<file path="config.mk">
export PLATFORM = sky130hd
export DESIGN_NAME = pbap_bridge
export DESIGN_NICKNAME = d
export VERILOG_FILES = /design/src/verilog/pbap_pkg.sv /design/src/verilog/pbap_bridge.sv
export SDC_FILE = /design/constraint.sdc
export NUM_CORES = 1
export LEC_CHECK = 0
export CAP_MARGIN = 15
export CORE_AREA = 3 3 128 130
export DETAILED_ROUTE_END_ITERATION = 10
export DIE_AREA = 0 0 131 133
export DONT_BUFFER_PORTS = 1
export PLACE_DENSITY = 0.74
export SYNTH_ARGS = -nofsm -noshare
export SYNTH_HDL_FRONTEND = slang
export SYNTH_SLANG_ARGS = --single-unit
</file>
<file path="constraint.sdc">
create_clock -name pclk -period 6.7 [get_ports pclk]
set_clock_uncertainty 0.05 [all_clocks]
set_input_delay 1.675 -clock pclk [delete_from_list [all_inputs] [get_ports pclk]]
set_output_delay 1.675 -clock pclk [all_outputs]
set_load 0.02 [all_outputs]
</file>
<file path="src/verilog/pbap_pkg.sv">
// pbap_pkg: constants, register map and types of the peripheral bridge with access protection.
// assumes one APB system-side port, one peripheral bus, single clock pclk.
// How it works
// - one 4-bit guard field per master, eight per master protection word, bit 3 reserved
// - master field bit 2 set marks the master trusted for reads
// - master field bit 1 set marks the master trusted for writes
// - master field bit 0 clear forces user mode, set passes privilege through
// - unimplemented fields and reserved bits read zero and ignore writes
// - one 4-bit guard field per on-chip peripheral, eight per word, bit 3 reserved
// - supervisor-only peripheral needs supervisor access with pass-through set, else error
// - write-protected peripheral answers every write with error, no peripheral cycle
// - trusted-only peripheral rejects masters untrusted for that direction with error
// - off-chip peripherals use the same guard field layout and checks
// - accesses decode into one select per peripheral slot
// - aligned word, halfword, byte accesses pass unchecked; masters keep alignment
// - a read can finish in two clocks
// - a write can finish in three clocks
// - a peripheral error ends the access at once with error to the master
// - a guard violation starts no peripheral cycle and answers with error
// - an access to an empty slot starts nothing and answers with error
// - reset: masters trusted and passing privilege, peripherals supervisor-only
// - each peripheral is told whether the access is supervisor or user
// - processor is master zero, DMA controller master one
package pbap_pkg;

    // slots 0-7 on-chip (slot 0 is the bridge itself), 8-15 off-chip
    localparam logic [15:0] PBAP_SLOT_PRESENT = 16'h7F7F;
    localparam logic [2:0] PBAP_MASTERS = 3'h2;
    localparam int PBAP_SLOT_LSB = 14;

    localparam logic [13:0] PBAP_OFF_MPR = 14'h0000;
    localparam logic [13:0] PBAP_OFF_PACR = 14'h0020;
    localparam logic [13:0] PBAP_OFF_OPACR = 14'h0040;

    localparam logic [31:0] PBAP_MPR_MASK = 32'h7700_0000;
    localparam logic [31:0] PBAP_MPR_RST = 32'h7700_0000;
    localparam logic [31:0] PBAP_GUARD_RST = 32'h4444_4444;
    localparam logic [31:0] PBAP_FIELD_MASK = 32'h7777_7777;

    localparam int PBAP_RD_TRUST = 2;
    localparam int PBAP_WR_TRUST = 1;
    localparam int PBAP_PASS = 0;
    localparam int PBAP_SUPER_ONLY = 2;
    localparam int PBAP_WRITE_PROT = 1;
    localparam int PBAP_TRUST_ONLY = 0;

    localparam int PBAP_READ_CYCLES = 2;
    localparam int PBAP_WRITE_CYCLES = 3;

    typedef enum logic [1:0] {
        PBAP_IDLE = 2'b00,
        PBAP_PER = 2'b01,
        PBAP_WAIT = 2'b10,
        PBAP_RESP = 2'b11
    } pbap_state_t;

    typedef struct packed {
        logic [15:0] sel;
        logic [13:0] addr;
        logic write;
        logic [31:0] wdata;
        logic [3:0] strb;
        logic sup_mode;
    } pbap_per_req_t;

    typedef struct packed {
        pbap_state_t st;
        pbap_per_req_t req;
        logic [31:0] mpr;
        logic [31:0] pacr;
        logic [31:0] opacr;
        logic [31:0] rdata;
        logic err;
    } pbap_regs_t;

endpackage
</file>
<file path="src/verilog/pbap_bridge.sv">
// pbap_bridge: APB system-side slave, guard checks, bridge registers and peripheral bus master.
// assumes masters hold each APB request until pready; peripherals answer with per_ready or per_err.
`timescale 1ns/1ps
module pbap_bridge
    import pbap_pkg::*;
(
    // clock and reset
    input wire logic pclk,
    input wire logic presetn,
    // system-side apb
    input wire logic psel,
    input wire logic penable,
    input wire logic pwrite,
    input wire logic [31:0] paddr,
    input wire logic [31:0] pwdata,
    input wire logic [3:0] pstrb,
    input wire logic [2:0] pprot,
    input wire logic [2:0] pmaster,
    output logic pready,
    output logic pslverr,
    output logic [31:0] prdata,
    // peripheral bus
    output logic [15:0] per_sel,
    output logic [13:0] per_addr,
    output logic per_write,
    output logic [31:0] per_wdata,
    output logic [3:0] per_strb,
    output logic per_super,
    input wire logic [31:0] per_rdata,
    input wire logic per_ready,
    input wire logic per_err
);

    function automatic logic [3:0] fld(input logic [31:0] v, input logic [2:0] i);
        fld = v[{3'h7 - i, 2'b00} +: 4];
    endfunction

    function automatic logic [31:0] present_mask(input logic [7:0] p);
        logic [31:0] m;
        m = 32'h0000_0000;
        for (int i = 0; i < 8; i++)
        begin
            if (p[i])
                m[4 * (7 - i) +: 4] = 4'hF;
        end
        present_mask = m & PBAP_FIELD_MASK;
    endfunction

    localparam logic [31:0] PAC_MASK = present_mask(PBAP_SLOT_PRESENT[7:0]);
    localparam logic [31:0] OPAC_MASK = present_mask(PBAP_SLOT_PRESENT[15:8]);

    pbap_regs_t r_r;
    pbap_regs_t r_nxt;
    pbap_per_req_t live;
    logic [3:0] slot;
    logic mapped;
    logic [3:0] mf;
    logic [3:0] gf;
    logic sup_acc;
    logic trusted;
    logic viol;
    logic setup;
    logic launch;
    logic [31:0] reg_rd;

    // decode and guard checks
    always_comb
    begin
        setup = psel & ~penable;
        slot = paddr[PBAP_SLOT_LSB +: 4];
        mapped = (paddr[31:18] == 14'h0000) && PBAP_SLOT_PRESENT[slot];
        // processor is index 0, dma index 1; others get an all-zero field
        mf = (pmaster < PBAP_MASTERS) ? fld(r_r.mpr, pmaster) : 4'h0;
        sup_acc = pprot[0] & mf[PBAP_PASS];
        trusted = pwrite ? mf[PBAP_WR_TRUST] : mf[PBAP_RD_TRUST];
        gf = slot[3] ? fld(r_r.opacr, slot[2:0]) : fld(r_r.pacr, slot[2:0]);
        viol = (gf[PBAP_SUPER_ONLY] & ~sup_acc)
            | (gf[PBAP_WRITE_PROT] & pwrite)
            | (gf[PBAP_TRUST_ONLY] & ~trusted);
        live.sel = (slot != 4'h0) ? (16'h0001 << slot) : 16'h0000;
        live.addr = paddr[13:0];
        live.write = pwrite;
        live.wdata = pwdata;
        live.strb = pstrb;
        live.sup_mode = sup_acc;
        reg_rd = 32'h0000_0000;
        if (paddr[13:0] == PBAP_OFF_MPR)
            reg_rd = r_r.mpr;
        else if (paddr[13:0] == PBAP_OFF_PACR)
            reg_rd = r_r.pacr;
        else if (paddr[13:0] == PBAP_OFF_OPACR)
            reg_rd = r_r.opacr;
        // reads start the peripheral in the setup cycle so they can finish in two clocks
        launch = (r_r.st == PBAP_IDLE) && setup && mapped && !viol && (slot != 4'h0) && !pwrite;
    end

    // next state
    always_comb
    begin
        r_nxt = r_r;
        case (r_r.st)
            PBAP_IDLE:
            begin
                if (setup)
                begin
                    r_nxt.err = 1'b0;
                    r_nxt.rdata = 32'h0000_0000;
                    r_nxt.st = PBAP_RESP;
                    if (!mapped || viol)
                    begin
                        r_nxt.err = 1'b1;
                    end
                    else if (slot == 4'h0)
                    begin
                        r_nxt.rdata = pwrite ? 32'h0000_0000 : reg_rd;
                        r_nxt.st = pwrite ? PBAP_WAIT : PBAP_RESP;
                    end
                    else if (pwrite)
                    begin
                        // writes go out registered, the answer comes on the third clock at the earliest
                        r_nxt.req = live;
                        r_nxt.st = PBAP_PER;
                    end
                    else if (per_err)
                    begin
                        r_nxt.err = 1'b1;
                    end
                    else if (per_ready)
                    begin
                        r_nxt.rdata = per_rdata;
                    end
                    else
                    begin
                        r_nxt.req = live;
                        r_nxt.st = PBAP_PER;
                    end
                end
            end
            PBAP_PER:
            begin
                if (per_err)
                begin
                    // single and multi-cycle peripheral accesses end the same way
                    r_nxt.err = 1'b1;
                    r_nxt.rdata = 32'h0000_0000;
                    r_nxt.req = '0;
                    r_nxt.st = PBAP_RESP;
                end
                else if (per_ready)
                begin
                    r_nxt.rdata = r_r.req.write ? 32'h0000_0000 : per_rdata;
                    r_nxt.req = '0;
                    r_nxt.st = PBAP_RESP;
                end
            end
            PBAP_WAIT:
            begin
                r_nxt.st = PBAP_RESP;
            end
            PBAP_RESP:
            begin
                r_nxt.st = PBAP_IDLE;
                // register writes land on the edge that samples pready
                if (psel && penable && pwrite && !r_r.err && mapped && slot == 4'h0)
                begin
                    if (paddr[13:0] == PBAP_OFF_MPR)
                        r_nxt.mpr = pwdata & PBAP_MPR_MASK;
                    else if (paddr[13:0] == PBAP_OFF_PACR)
                        r_nxt.pacr = pwdata & PAC_MASK;
                    else if (paddr[13:0] == PBAP_OFF_OPACR)
                        r_nxt.opacr = pwdata & OPAC_MASK;
                end
            end
            default:
            begin
                r_nxt.st = PBAP_IDLE;
            end
        endcase
    end

    always_ff @(posedge pclk or negedge presetn)
    begin
        if (!presetn)
        begin
            r_r.st <= PBAP_IDLE;
            r_r.req <= '0;
            r_r.mpr <= PBAP_MPR_RST;
            r_r.pacr <= PBAP_GUARD_RST & PAC_MASK;
            r_r.opacr <= PBAP_GUARD_RST & OPAC_MASK;
            r_r.rdata <= 32'h0000_0000;
            r_r.err <= 1'b0;
        end
        else
        begin
            r_r <= r_nxt;
        end
    end

    // outputs; the live read path trades a combinational select for the two-clock read
    always_comb
    begin
        pready = (r_r.st == PBAP_RESP);
        pslverr = pready & r_r.err;
        prdata = r_r.rdata;
        if (launch)
        begin
            per_sel = live.sel;
            per_addr = live.addr;
            per_write = live.write;
            per_wdata = live.wdata;
            per_strb = live.strb;
            per_super = live.sup_mode;
        end
        else
        begin
            per_sel = r_r.req.sel;
            per_addr = r_r.req.addr;
            per_write = r_r.req.write;
            per_wdata = r_r.req.wdata;
            per_strb = r_r.req.strb;
            per_super = r_r.req.sup_mode;
        end
    end
endmodule

</file>
==> reports/results.ini <==
[status]
status=finished, final reports clean

[timing]
slew_headroom=0.203
hold_ws_ns=0.436
final.period_utilization=0.901
tns_ns=0
worst_pin_slew_ns=1.19
final-hold-violation-count=0
slew_violations=0
period_minus_slack_ns=6.04
setup_viol=0
rsz0062_at_grt=false
max_freq_mhz=166

[yosys]
synth_seq_cells=151
yosysSeqAreaShare=0.421
synth_area_leaders=dfrtp_1 (36%), mux2_4 (9.6%), mux2_2 (6.5%)
syn_nets=1009
yosysTopAreaCell=dfrtp_1
synth_edf_count=0
netlist_area_sq_um=9040
yosys.cell_types.count=51
synth.most_common_cell=dfrtp_1
yosysWarnings=0
async_flop_share=1.00
synth_ff_type=dfrtp_1
yosys-top-cells-count=dfrtp_1 (131), o21ai_0 (87), inv_1 (65)
synth_area_per_cell_sq_um=10.1
yosysTopAreaCellShare=0.363
synth_cells=893

[worst_setup_path]
worstPathMaxFanout=35
r2r_cells=10
r2r_slack_ns=2.94
crit_start=paddr[14]
end_kind=output port
r2r-start=r_r[197]$_DFFE_PN0P_
crit_required_ns=4.97
start_kind=primary input
crit_arrival_ns=4.31
criticalPathCategory=primary input to output port

[cells_and_area]
layout-area-overhead-vs-synth_pct=4.87
layout-drive-gt1-share=0.237
antenna_cells=0
regArea_sq_um=3800
fillers=1239
multiInputGateArea_sq_um=4380
layout.nets=942

[floorplanning]
initial_utilization=0.592
dieArea_sq_um=17400
io_pins=215
rows=45
die_width_microns=131
die-height_microns=133
core_area_sq_um=15300

[placed_design]
place.gp.congestion=0.903
numPortBuffers=0
post-dp-hpwl_microns=15400

[cts]
cts.sinks=151
post_cts_buffers=0
clk_path_buf_depth=2
cts_made_buffers=17
cts_tree=done
clkLatencyLatePin_ns=0.42
cts_max_level=4
clock-root-buffer=clkbuf_16
cts_resized=0
clkTransAtPathRegs_ns=0.06
ctsHoldBuffers=0

[grt]
grt_pass1_wl_microns=35800
antenna_found_initial=0
grt_max_degree=152
grt_pass1_vias=6605
gr-usage-all-layers=0.259
gr-total-overflow=0

[route]
ant_nets=0
routed_via_density=6.24
drtIter0Drc=527
drc=0
vias=6551
drt_first_pass_iters=5
routed_wl_microns=22800
wl_per_cell_microns=21.7

[min_path]
whs_path_depth=2
hp-class=flip-flop to flip-flop
min-delay-start=r_r[196]$_DFFE_PN0P_

[power]
ir_drop_mv=0.223
p_leak_nw=4.11
powerDensity_nw_per_um2=274

[job]
drv_cap=0

[layout by cell type (no fill, tap or decap), types with 12 or more instances in the layout]
| cell type | synthesis | routed |
|---|---|---|
| a21oi_1 | 19 | 19 |
| a22o_1 | 12 | 12 |
| a22oi_1 | 15 | 15 |
| a31oi_1 | 24 | 24 |
| buf_4 | 38 | 17 |
| clkbuf_16 | 0 | 17 |
| dfrtp_1 | 131 | 131 |
| dfstp_2 | 20 | 20 |
| inv_1 | 65 | 65 |
| mux2_2 | 52 | 52 |
| mux2_4 | 58 | 58 |
| mux2i_1 | 16 | 16 |
| nand2_1 | 48 | 48 |
| nand2b_1 | 26 | 26 |
| nor2_1 | 42 | 42 |
| nor2b_1 | 15 | 15 |
| o211ai_1 | 50 | 50 |
| o21ai_0 | 87 | 87 |
| o21ai_1 | 27 | 26 |
[worst paths after layout]
check / end
setup / recovery: per_wdata[17]
hold / removal: r_r[196]$_DFFE_PN0P_
setup reg to reg: r_r[190]$_DFFE_PN0P_
hold reg to reg: r_r[196]$_DFFE_PN0P_
max in group asynchronous: r_r[79]$_DFFE_PN1P_
min in group asynchronous: prdata[15]$_DFFE_PN0P_
[power breakdown]
part / switching [mW] / internal [mW]
sequential: 0.161 / 0.999
clock: 0.360 / 0.654
combinational: 0.297 / 0.127
[through the flow]
step           power [mW]  setup WS, ns  instances  instance area (sq um)  utilization
2_1_floorplan        1.63         0.953        893                   9040            -
3_3_place_gp         1.58         0.765       1018                   8840        0.580
3_5_place_dp         1.60         0.748       1018                   8840        0.580
4_1_cts              2.62         0.720       1050                   9480        0.621
5_1_grt              2.72         0.447       1050                   9480        0.621
6_report             2.60         0.663       1050                   9480        0.621
[cell families (layout without fill, tap and decap cells)]
| kind of cell | after synthesis | in the layout | synth area share |
|---|---|---|---|
| adders and majority gates | 3 | 3 | 0.00415 |
| buffers and inverters | 169 | 115 | 0.0972 |
| DFF | 151 | 151 | 0.421 |
| AOI/OAI and AO/OA | 259 | 259 | 0.180 |
| muxes | 135 | 135 | 0.196 |
| and+or+nand+nor | 176 | 176 | 0.102 |
[flip-flops by register name, indices dropped and copies added (netlist names)]
signal / cells
prdata: 32
r_r: 119
[worst max-delay path: stages]
cell and delay (ns):
or2_1 0.26, nor3_2 0.07, nor4b_1 0.81, or4b_4 0.78, buf_12 0.28, mux2_4 0.38
[layout make-up]
| class | count | area share |
|---|---|---|
| timing repair buffer | 18 | 0.0156 |
| sequential | 151 | 0.401 |
| clock buffer | 25 | 0.0554 |
| inverter | 65 | 0.0257 |
| tap | 211 | 0.0278 |
| clock inverter | 7 | 0.0119 |
| multi-input combinational | 573 | 0.462 |
[routing by layer]
layer  vias up  wire length (microns)  global-route usage
met5         -                      0                   0
li1       3005                      -                   -
met2       296                  10700               0.405
met3        34                   1850              0.0606
met1      3216                   9790               0.356
met4         0                    415              0.0834
Power figures use the tool's default switching activity.
